==> config.mk <==
export PLATFORM = sky130hd
export DESIGN_NAME = l3_bus_event_counters
export DESIGN_NICKNAME = d
export VERILOG_FILES = /design/src/core/l3_event_pkg.sv /design/src/core/event_counter_slice.sv /design/src/core/l3_bus_event_counters.sv
export SDC_FILE = /design/constraint.sdc
export NUM_CORES = 2
export LEC_CHECK = 0
export BUFFER_PORTS_ARGS = -buffer_cell sky130_fd_sc_hd__buf_2
export CORE_MARGIN = 3
export CORE_UTILIZATION = 40
export CTS_BUF_LIST = sky130_fd_sc_hd__clkbuf_4 sky130_fd_sc_hd__clkbuf_8 sky130_fd_sc_hd__clkbuf_16
export CTS_CLUSTER_DIAMETER = 200
export DETAILED_ROUTE_END_ITERATION = 8
export PLACE_DENSITY = 0.69
export RECOVER_POWER = 25
export SKIP_LAST_GASP = 1
export SLEW_MARGIN = 20
export SYNTH_ARGS = -nofsm -noshare
export SYNTH_HDL_FRONTEND = slang
export SYNTH_SLANG_ARGS = --single-unit
==> constraint.sdc <==
create_clock -name CORE_CLK_I -period 21.8 [get_ports CORE_CLK_I]
set_input_delay 4.36 -clock CORE_CLK_I [delete_from_list [all_inputs] [get_ports CORE_CLK_I]]
set_output_delay 4.36 -clock CORE_CLK_I [all_outputs]
set_load 0.02 [all_outputs]
==> src/core/l3_event_pkg.sv <==
// Shared constants for the bus-interface-unit event counter block
package l3_event_pkg;

  // Widths of a model register, its halves, the address and the counter read index
  localparam int unsigned WORD_W   = 64;
  localparam int unsigned HALF_W   = 32;
  localparam int unsigned ADDR_W   = 20;
  localparam int unsigned INDEX_W  = 8;

  // Model register addresses
  localparam logic [19:0] BUS_QUEUE_EVENT_0_ADDR     = 20'h107cc;
  localparam logic [19:0] BUS_QUEUE_EVENT_1_ADDR     = 20'h107cd;
  localparam logic [19:0] SNOOP_QUEUE_EVENT_0_ADDR   = 20'h107ce;
  localparam logic [19:0] SNOOP_QUEUE_EVENT_1_ADDR   = 20'h107cf;
  localparam logic [19:0] DATA_READY_EVENT_0_ADDR    = 20'h107d0;
  localparam logic [19:0] DATA_READY_EVENT_1_ADDR    = 20'h107d1;
  localparam logic [19:0] LATENCY_EVENT_CONTROL_ADDR = 20'h107d2;
  localparam logic [19:0] LATENCY_EVENT_COUNTER_ADDR = 20'h107d3;

  // Slot numbers inside the register block
  localparam int unsigned NUM_REGS      = 8;
  localparam int unsigned NUM_QUEUE     = 6;
  localparam logic [2:0]  LAT_CTRL_SLOT = 3'h6;
  localparam logic [2:0]  LAT_CNT_SLOT  = 3'h7;

  // Counter read instruction index range
  localparam logic [7:0] PMC_FIRST_INDEX = 8'h12;
  localparam logic [7:0] PMC_LAST_INDEX  = 8'h19;

  // Latency run bit in the latency control register
  localparam int unsigned LAT_ENABLE_BIT = 26;

  // Values after reset
  localparam logic [63:0] WORD_RESET = 64'h0;
  localparam logic [31:0] HALF_RESET = 32'h0;

endpackage : l3_event_pkg

==> src/core/event_counter_slice.sv <==
// One queue event register: control in the upper half, counter below
`timescale 1ns/1ps
module event_counter_slice #(
  parameter int unsigned CNT_W = 32
) (
  input  wire logic        clk_i,
  input  wire logic        rst_i,
  input  wire logic        wr_i,
  input  wire logic [63:0] wdata_i,
  input  wire logic        event_i,
  output logic      [63:0] value_o
);

  // Elaboration check on the counter width
  if (CNT_W != l3_event_pkg::HALF_W)
  begin : g_bad_width
    $error("event_counter_slice: counter must be 32 bits wide");
  end

  logic [31:0] ctrl;
  logic [31:0] count;
  logic [31:0] next_count;
  logic        enabled;

  ////////////////////////////////////////////////////////////////////////////
  // Any set control bit starts counting, all zero freezes it
  assign enabled    = |ctrl;
  assign next_count = wr_i                ? wdata_i[31:0] :
                      (enabled && event_i) ? count + 32'h1 :
                      count;
  assign value_o    = {ctrl, count};

  // Control and counter halves
  always_ff @(posedge clk_i or posedge rst_i)
  begin
    if (rst_i)
    begin
      ctrl  <= l3_event_pkg::HALF_RESET;
      count <= l3_event_pkg::HALF_RESET;
    end
    else
    begin
      if (wr_i)
        ctrl <= wdata_i[63:32];
      count <= next_count;
    end
  end
endmodule : event_counter_slice

==> src/core/l3_bus_event_counters.sv <==
// Event counters of the bus interface unit, with model register access
// Contract
// - Low 32 bits of the six queue registers act as 32-bit counters.
// - Counter read instruction reaches the low halves of all eight registers at indices 18 to 25.
// - Counter read instruction returns zero in the upper result half.
// - Bus queue registers: control in upper half, counter in lower half.
// - Queue counters start once any upper control bit is written nonzero.
// - All six queue counters freeze when the upper half is written zero.
// - Snoop queue registers: control in upper half, counter in lower half.
// - Data ready counters start after any upper qualification bit is set.
// - Latency logic accumulates weighted cycle counts of bus queue transactions.
// - Latency counter runs while control bit 26 is one, else freezes.
// - Latency is accumulated in a full 64-bit counter register.
// - Exactly four event types: bus queue, snoop queue, data ready, latency.
`timescale 1ns/1ps
module l3_bus_event_counters #(
  parameter int unsigned WEIGHT_W = 8
) (
  input  wire logic                CORE_CLK_I,
  input  wire logic                RST_I,
  input  wire logic                REG_WR_I,
  input  wire logic                REG_RD_I,
  input  wire logic [19:0]         REG_ADDR_I,
  input  wire logic [63:0]         REG_WDATA_I,
  output logic      [63:0]         REG_RDATA_O,
  output logic                     REG_RVALID_O,
  output logic                     REG_FAULT_O,
  input  wire logic                PMC_RD_I,
  input  wire logic [7:0]          PMC_INDEX_I,
  output logic      [63:0]         PMC_RDATA_O,
  output logic                     PMC_RVALID_O,
  output logic                     PMC_FAULT_O,
  input  wire logic [1:0]          BUS_QUEUE_EVENT_I,
  input  wire logic [1:0]          SNOOP_QUEUE_EVENT_I,
  input  wire logic [1:0]          DATA_READY_EVENT_I,
  input  wire logic [WEIGHT_W-1:0] LATENCY_WEIGHT_I
);

  // Elaboration check on the latency weight width
  if (WEIGHT_W < 1 || WEIGHT_W > l3_event_pkg::WORD_W)
  begin : g_bad_weight
    $error("l3_bus_event_counters: WEIGHT_W must be 1 to 64");
  end

  ////////////////////////////////////////////////////////////////////////////
  // Decode helpers

  // Model register address to {hit, slot}
  function automatic logic [3:0] decode_addr(input logic [19:0] addr);
    logic [19:0] rel;
    rel = addr - l3_event_pkg::BUS_QUEUE_EVENT_0_ADDR;
    decode_addr = {(addr >= l3_event_pkg::BUS_QUEUE_EVENT_0_ADDR &&
                    addr <= l3_event_pkg::LATENCY_EVENT_COUNTER_ADDR), rel[2:0]};
  endfunction : decode_addr

  // Counter read index to {hit, slot}, ascending with address
  function automatic logic [3:0] decode_index(input logic [7:0] idx);
    logic [7:0] rel;
    rel = idx - l3_event_pkg::PMC_FIRST_INDEX;
    decode_index = {(idx >= l3_event_pkg::PMC_FIRST_INDEX &&
                     idx <= l3_event_pkg::PMC_LAST_INDEX), rel[2:0]};
  endfunction : decode_index

  ////////////////////////////////////////////////////////////////////////////
  // Declarations
  logic [63:0] reg_view [8];
  logic [5:0]  queue_event;
  logic [3:0]  addr_dec;
  logic [3:0]  index_dec;
  logic        addr_hit;
  logic [2:0]  addr_slot;
  logic        index_hit;
  logic [2:0]  index_slot;
  logic        reg_wr_hit;
  logic        lat_ctrl_wr;
  logic        lat_cnt_wr;
  logic        lat_run;
  logic [63:0] lat_weight;
  logic [63:0] lat_ctrl;
  logic [63:0] lat_cnt;
  logic [63:0] next_lat_cnt;
  logic [63:0] reg_sel;
  logic [63:0] pmc_sel;

  ////////////////////////////////////////////////////////////////////////////
  // Address and index decode
  assign addr_dec   = decode_addr(REG_ADDR_I);
  assign addr_hit   = addr_dec[3];
  assign addr_slot  = addr_dec[2:0];
  assign index_dec  = decode_index(PMC_INDEX_I);
  assign index_hit  = index_dec[3];
  assign index_slot = index_dec[2:0];

  // Full 64-bit write strobes per slot
  assign reg_wr_hit  = REG_WR_I && addr_hit;
  assign lat_ctrl_wr = reg_wr_hit && addr_slot == l3_event_pkg::LAT_CTRL_SLOT;
  assign lat_cnt_wr  = reg_wr_hit && addr_slot == l3_event_pkg::LAT_CNT_SLOT;

  ////////////////////////////////////////////////////////////////////////////
  // Six queue event registers: two bus queue, two snoop, two data ready
  assign queue_event = {DATA_READY_EVENT_I, SNOOP_QUEUE_EVENT_I,
                        BUS_QUEUE_EVENT_I};

  for (genvar g = 0; g < l3_event_pkg::NUM_QUEUE; g++)
  begin : g_queue
    event_counter_slice #(
      .CNT_W   (l3_event_pkg::HALF_W)
    ) u_slice (
      .clk_i   (CORE_CLK_I),
      .rst_i   (RST_I),
      .wr_i    (reg_wr_hit && addr_slot == 3'(g)),
      .wdata_i (REG_WDATA_I),
      .event_i (queue_event[g]),
      .value_o (reg_view[g])
    );
  end

  ////////////////////////////////////////////////////////////////////////////
  // Latency event: weighted cycles summed while the run bit is set
  assign lat_run      = lat_ctrl[l3_event_pkg::LAT_ENABLE_BIT];
  assign lat_weight   = 64'(LATENCY_WEIGHT_I);
  assign next_lat_cnt = lat_cnt_wr ? REG_WDATA_I :
                        lat_run    ? lat_cnt + lat_weight :
                        lat_cnt;

  // Latency control and counter registers
  always_ff @(posedge CORE_CLK_I or posedge RST_I)
  begin
    if (RST_I)
    begin
      lat_ctrl <= l3_event_pkg::WORD_RESET;
      lat_cnt  <= l3_event_pkg::WORD_RESET;
    end
    else
    begin
      if (lat_ctrl_wr)
        lat_ctrl <= REG_WDATA_I;
      lat_cnt <= next_lat_cnt;
    end
  end

  assign reg_view[l3_event_pkg::LAT_CTRL_SLOT] = lat_ctrl;
  assign reg_view[l3_event_pkg::LAT_CNT_SLOT]  = lat_cnt;

  ////////////////////////////////////////////////////////////////////////////
  // Read selection, unmapped reads give zero
  assign reg_sel = addr_hit ? reg_view[addr_slot] : l3_event_pkg::WORD_RESET;

  // Counter read: low half of the slot, upper half forced to zero
  assign pmc_sel = index_hit ? {l3_event_pkg::HALF_RESET,
                                reg_view[index_slot][31:0]}
                             : l3_event_pkg::WORD_RESET;

  // Model register read answer, one cycle after the request
  always_ff @(posedge CORE_CLK_I or posedge RST_I)
  begin
    if (RST_I)
    begin
      REG_RDATA_O  <= l3_event_pkg::WORD_RESET;
      REG_RVALID_O <= 1'b0;
      REG_FAULT_O  <= 1'b0;
    end
    else
    begin
      REG_RDATA_O  <= REG_RD_I ? reg_sel : l3_event_pkg::WORD_RESET;
      REG_RVALID_O <= REG_RD_I;
      REG_FAULT_O  <= (REG_RD_I || REG_WR_I) && !addr_hit;
    end
  end

  // Counter read answer, one cycle after the request
  always_ff @(posedge CORE_CLK_I or posedge RST_I)
  begin
    if (RST_I)
    begin
      PMC_RDATA_O  <= l3_event_pkg::WORD_RESET;
      PMC_RVALID_O <= 1'b0;
      PMC_FAULT_O  <= 1'b0;
    end
    else
    begin
      PMC_RDATA_O  <= PMC_RD_I ? pmc_sel : l3_event_pkg::WORD_RESET;
      PMC_RVALID_O <= PMC_RD_I;
      PMC_FAULT_O  <= PMC_RD_I && !index_hit;
    end
  end
endmodule : l3_bus_event_counters

==> load_flow_metrics.sql <==
INSERT INTO impl_metrics (metric_group, metric, value, unit) VALUES
('global_route', 'grt_pass1_vias', '25892', ''),
('critical_path', 'timing.critical_path.from_type', 'input port', ''),
('floorplan', 'ioPinCount', '243', ''),
('power', 'p_sw', '582.9', 'uW'),
('timing', 'slew_viol_final', '178', ''),
('global_route', 'grt_overflow', '0', ''),
('clock_tree', 'tritoncts.num_buffers', '69', ''),
('timing', 'final_worst_path_cycle_share', '48.27', '%'),
('synthesis', 'ys.warnings.count', '0', ''),
('finish', 'layout-drive-gt1-share', '18.40', '%'),
('timing', 'timing_worst_slew_pin_value', '5910', 'ps'),
('clock_tree', 'holdBufCountCts', '0', ''),
('synthesis', 'average_instance_area_after_synthesis', '10.48', 'sq um'),
('critical_path', 'crit_type', 'input port to asynchronous set/reset pin', ''),
('power', 'seq_power_share', '45.9', '%'),
('floorplan', 'die_area', '87800', 'sq um'),
('timing', 'grt_setup_unrepaired', 'false', ''),
('global_route', 'grtUsageTotal', '24.38', '%'),
('timing', 'clock.fmax', '95.02', 'MHz'),
('critical_path', 'critical_path.cell_chain', 'buf_2 > clkinvlp_2 > clkbuf_1 > buf_4', ''),
('synthesis', 'synth.distinct_cells', '66', ''),
('hold_path', 'min-delay-start', 'g_queue[5].u_slice.ctrl[16]$_DFFE_PP0P_', ''),
('floorplan', 'die_h', '296.3', 'um'),
('synthesis', 'number_of_enable_type_register_cells_in_the_synthesized_netlist', '0', ''),
('power', 'p_int', '1907', 'uW'),
('job', 'cap_viol_max_count', '2', ''),
('finish', 'finish.instance_area', '37650', 'sq um'),
('clock_tree', 'clock_sinks', '612', ''),
('critical_path', 'critPathSlowestCell', 'sky130_fd_sc_hd__clkinvlp_2', ''),
('drt', 'antenna_left', '0', ''),
('synthesis', 'synth_async_sr_flop_share', '100.0', '%'),
('global_route', 'grt_antenna_before_repair', '6', ''),
('drt', 'drc', '0', ''),
('floorplan', 'core-area', '82770', 'sq um'),
('drt', 'dr.first_iter.drc_count', '2788', ''),
('timing', 'layout_min_cycle_time', '10520', 'ps'),
('synthesis', 'syn_inst', '3216', ''),
('finish', 'stdcell_count', '4424', ''),
('power', 'sw_frac_of_total', '23.41', '%'),
('synthesis', 'ys.flop_type', 'sky130_fd_sc_hd__dfrtp_1', ''),
('finish', 'layout_commonest_cell', 'sky130_fd_sc_hd__dfrtp_1', ''),
('finish', 'finalNetCount', '3429', ''),
('critical_path', 'r2r_worst_path_depth', '8', ''),
('critical_path', 'cpPeakStageDelay', '3260', 'ps'),
('placement', 'placed_area', '35440', 'sq um'),
('clock_tree', 'ctsResizeCount', '0', ''),
('critical_path', 'ff2ff_setup_slack', '18460', 'ps'),
('floorplan', 'rows', '105', ''),
('run_status', 'violations', 'max-capacitance violations, max-slew violations', ''),
('floorplan', 'fp.dieW', '296.3', 'um'),
('drt', 'route.detailed.wl_per_inst', '24.15', 'um'),
('timing', 'timing.final.setup_violations', '0', ''),
('power', 'total_leakage_power', '0.01656', 'uW'),
('timing', 'totalNegativeSetupSlack', '0', 'ps'),
('clock_tree', 'cts_root_buf', 'sky130_fd_sc_hd__clkbuf_16', ''),
('placement', 'detailedPlacementHpwl', '72610', 'um'),
('run_status', 'status', 'complete, but fails checks', ''),
('timing', 'hold_viol', '0', ''),
('power', 'worst_ir_drop_vdd', '0.00005060', 'V'),
('placement', 'io_buffer_count', '210', ''),
('drt', 'drt_pre_antenna_iters', '6', ''),
('clock_tree', 'clkSlewWorstSetupHoldPaths', '60', 'ps'),
('clock_tree', 'clkLatencyLatePin', '620', 'ps'),
('drt', 'via_total_after_detailed_routing', '26365', ''),
('clock_tree', 'htree_levels', '3', ''),
('critical_path', 'worstReg2RegStart', 'lat_cnt[0]$_DFFE_PP0P_', ''),
('global_route', 'grt_start_max_net_pins', '156', ''),
('power', 'part_of_the_total_power_dissipated_in_the_clock_network', '48.8', '%'),
('placement', 'place_congestion', '0.8832', ''),
('power', 'power.combinational.fraction', '5.3', '%'),
('critical_path', 'worstReg2RegEnd', 'lat_cnt[46]$_DFFE_PP0P_', '');
sequential cells by signal, indices dropped and copies added, names as in the netlist:
signal / cells
PMC_FAULT_O: 1
PMC_RDATA_O: 32
lat_ctrl: 64
g_queue.u_slice.ctrl: 192
REG_FAULT_O: 1
lat_cnt: 64
g_queue.u_slice.count: 192
REG_RVALID_O: 1
PMC_RVALID_O: 1
REG_RDATA_O: 64
metrics by stage:
stage | util, % | worst slack [ps] | hold slack [ps]
3_5_place_dp | 42.81 | 14210 | 476.9
5_1_grt | 45.49 | 10030 | 521.9
4_1_cts | 45.66 | 14830 | 489.5
6_report | 45.50 | 11280 | 491.4
3_3_place_gp | 42.81 | 14230 | 473.6
2_1_floorplan | - | 304.9 | 454.0
synth_stat cells, types with 3 or more instances:
cell type                   count  area (sq um)
sky130_fd_sc_hd__buf_4         33         247.7
sky130_fd_sc_hd__clkbuf_1     159         596.8
sky130_fd_sc_hd__a211oi_1      36         270.3
sky130_fd_sc_hd__mux4_2       149          3356
sky130_fd_sc_hd__dfrtp_1      612         15310
sky130_fd_sc_hd__nand3b_1       3         22.52
sky130_fd_sc_hd__a21oi_1      178         890.9
sky130_fd_sc_hd__o211ai_1       4         30.03
sky130_fd_sc_hd__ha_1          14         175.2
sky130_fd_sc_hd__nor4b_1        5         43.79
sky130_fd_sc_hd__xor2_1        83         727.0
sky130_fd_sc_hd__nand2_1      399          1498
sky130_fd_sc_hd__a211o_1        3         26.28
sky130_fd_sc_hd__buf_1         33         123.9
sky130_fd_sc_hd__buf_2         38         190.2
sky130_fd_sc_hd__a21o_1         7         52.55
sky130_fd_sc_hd__nand4_1       73         456.7
sky130_fd_sc_hd__mux2i_1      151          1511
sky130_fd_sc_hd__a22o_1        10         87.58
sky130_fd_sc_hd__nand3_1       84         420.4
sky130_fd_sc_hd__nor3_1        66         330.3
sky130_fd_sc_hd__and3_1        23         143.9
sky130_fd_sc_hd__xnor2_1      166          1454
sky130_fd_sc_hd__nor4_1        91         569.3
sky130_fd_sc_hd__nor4bb_1       3         30.03
sky130_fd_sc_hd__nor2b_1       16         100.1
sky130_fd_sc_hd__inv_1         44         165.2
sky130_fd_sc_hd__a2111oi_0     10         87.58
sky130_fd_sc_hd__o2111ai_1      3         26.28
sky130_fd_sc_hd__nor3b_1        5         37.54
sky130_fd_sc_hd__and4_1        21         183.9
sky130_fd_sc_hd__or3_1          3         18.77
sky130_fd_sc_hd__nor2_1       314          1179
sky130_fd_sc_hd__o21ai_1       44         220.2
sky130_fd_sc_hd__o21ai_0       94         470.5
sky130_fd_sc_hd__mux2_2       164          1847
sky130_fd_sc_hd__and2_1         4         25.02
sky130_fd_sc_hd__mux2_1        32         360.4
sky130_fd_sc_hd__nor3_2         3         30.03
sky130_fd_sc_hd__or4_1          3         22.52
worst max path at each step:
| stage | cells after the start | slack [ps] | from | end |
|---|---|---|---|---|
| 2_1_floorplan | 1 | 300 | RST_I | PMC_FAULT_O$_DFF_PP0_ |
| 3_3_place_gp | 7 | 14230 | REG_ADDR_I[0] | g_queue[5].u_slice.count[4]$_DFFE_PP0P_ |
| 3_5_place_dp | 7 | 14210 | REG_ADDR_I[0] | g_queue[5].u_slice.count[10]$_DFFE_PP0P_ |
| 4_1_cts | 7 | 14830 | REG_ADDR_I[0] | g_queue[5].u_slice.count[10]$_DFFE_PP0P_ |
| 5_1_grt | 4 | 10030 | RST_I | lat_cnt[20]$_DFFE_PP0P_ |
| 6_report | 4 | 11280 | RST_I | g_queue[0].u_slice.count[21]$_DFFE_PP0P_ |
critical path: cells and delay by family:
| kind | cells | cell delay [ps] |
|---|---|---|
| buffers and inverters | 4 | 6650 |
cell type report:
cell class,count,area (sq um)
clock inverters,22,296.5
diodes,1,2.502
fillers,7712,45110
well taps,1070,1339
repair buffers,251,1262
inverters,44,168.9
multi-input cells,2325,17220
clock buffers,99,2056
flip-flops and latches,612,15310
layer usage:
metal	track usage, %	vias up	part of all wire (%)
met5	0	-	0.022
li1	-	11585	-
met1	32.67	13264	40
met3	4.793	260	8.8
met4	8.653	4	3.9
met2	39.63	1252	47
power by group through the flow:
stage	sequential [uW]	clock (uW)	combinational (uW)
4_1_cts	1140	1240	133
5_1_grt	1140	1280	143
6_report	1140	1220	132
3_5_place_dp	1160	0	133
3_3_place_gp	1160	0	132
2_1_floorplan	1160	0	87.7
logic make-up (layout without fill, tap and decap cells):
family | Yosys count | in the layout | share of synthesized area [%]
AND/OR/NAND/NOR | 1135 | 1135 | 15.77
flip-flops | 612 | 612 | 45.43
multiplexers | 497 | 497 | 21.06
AO/OA/AOI/OAI | 397 | 397 | 6.658
buffers and inverters | 310 | 416 | 4.023
XOR/XNOR | 249 | 249 | 6.469
adder cells (fa/ha/maj) | 15 | 15 | 0.5790
other | 1 | 33 | 0.01112
Power figures use the tool's default switching activity.
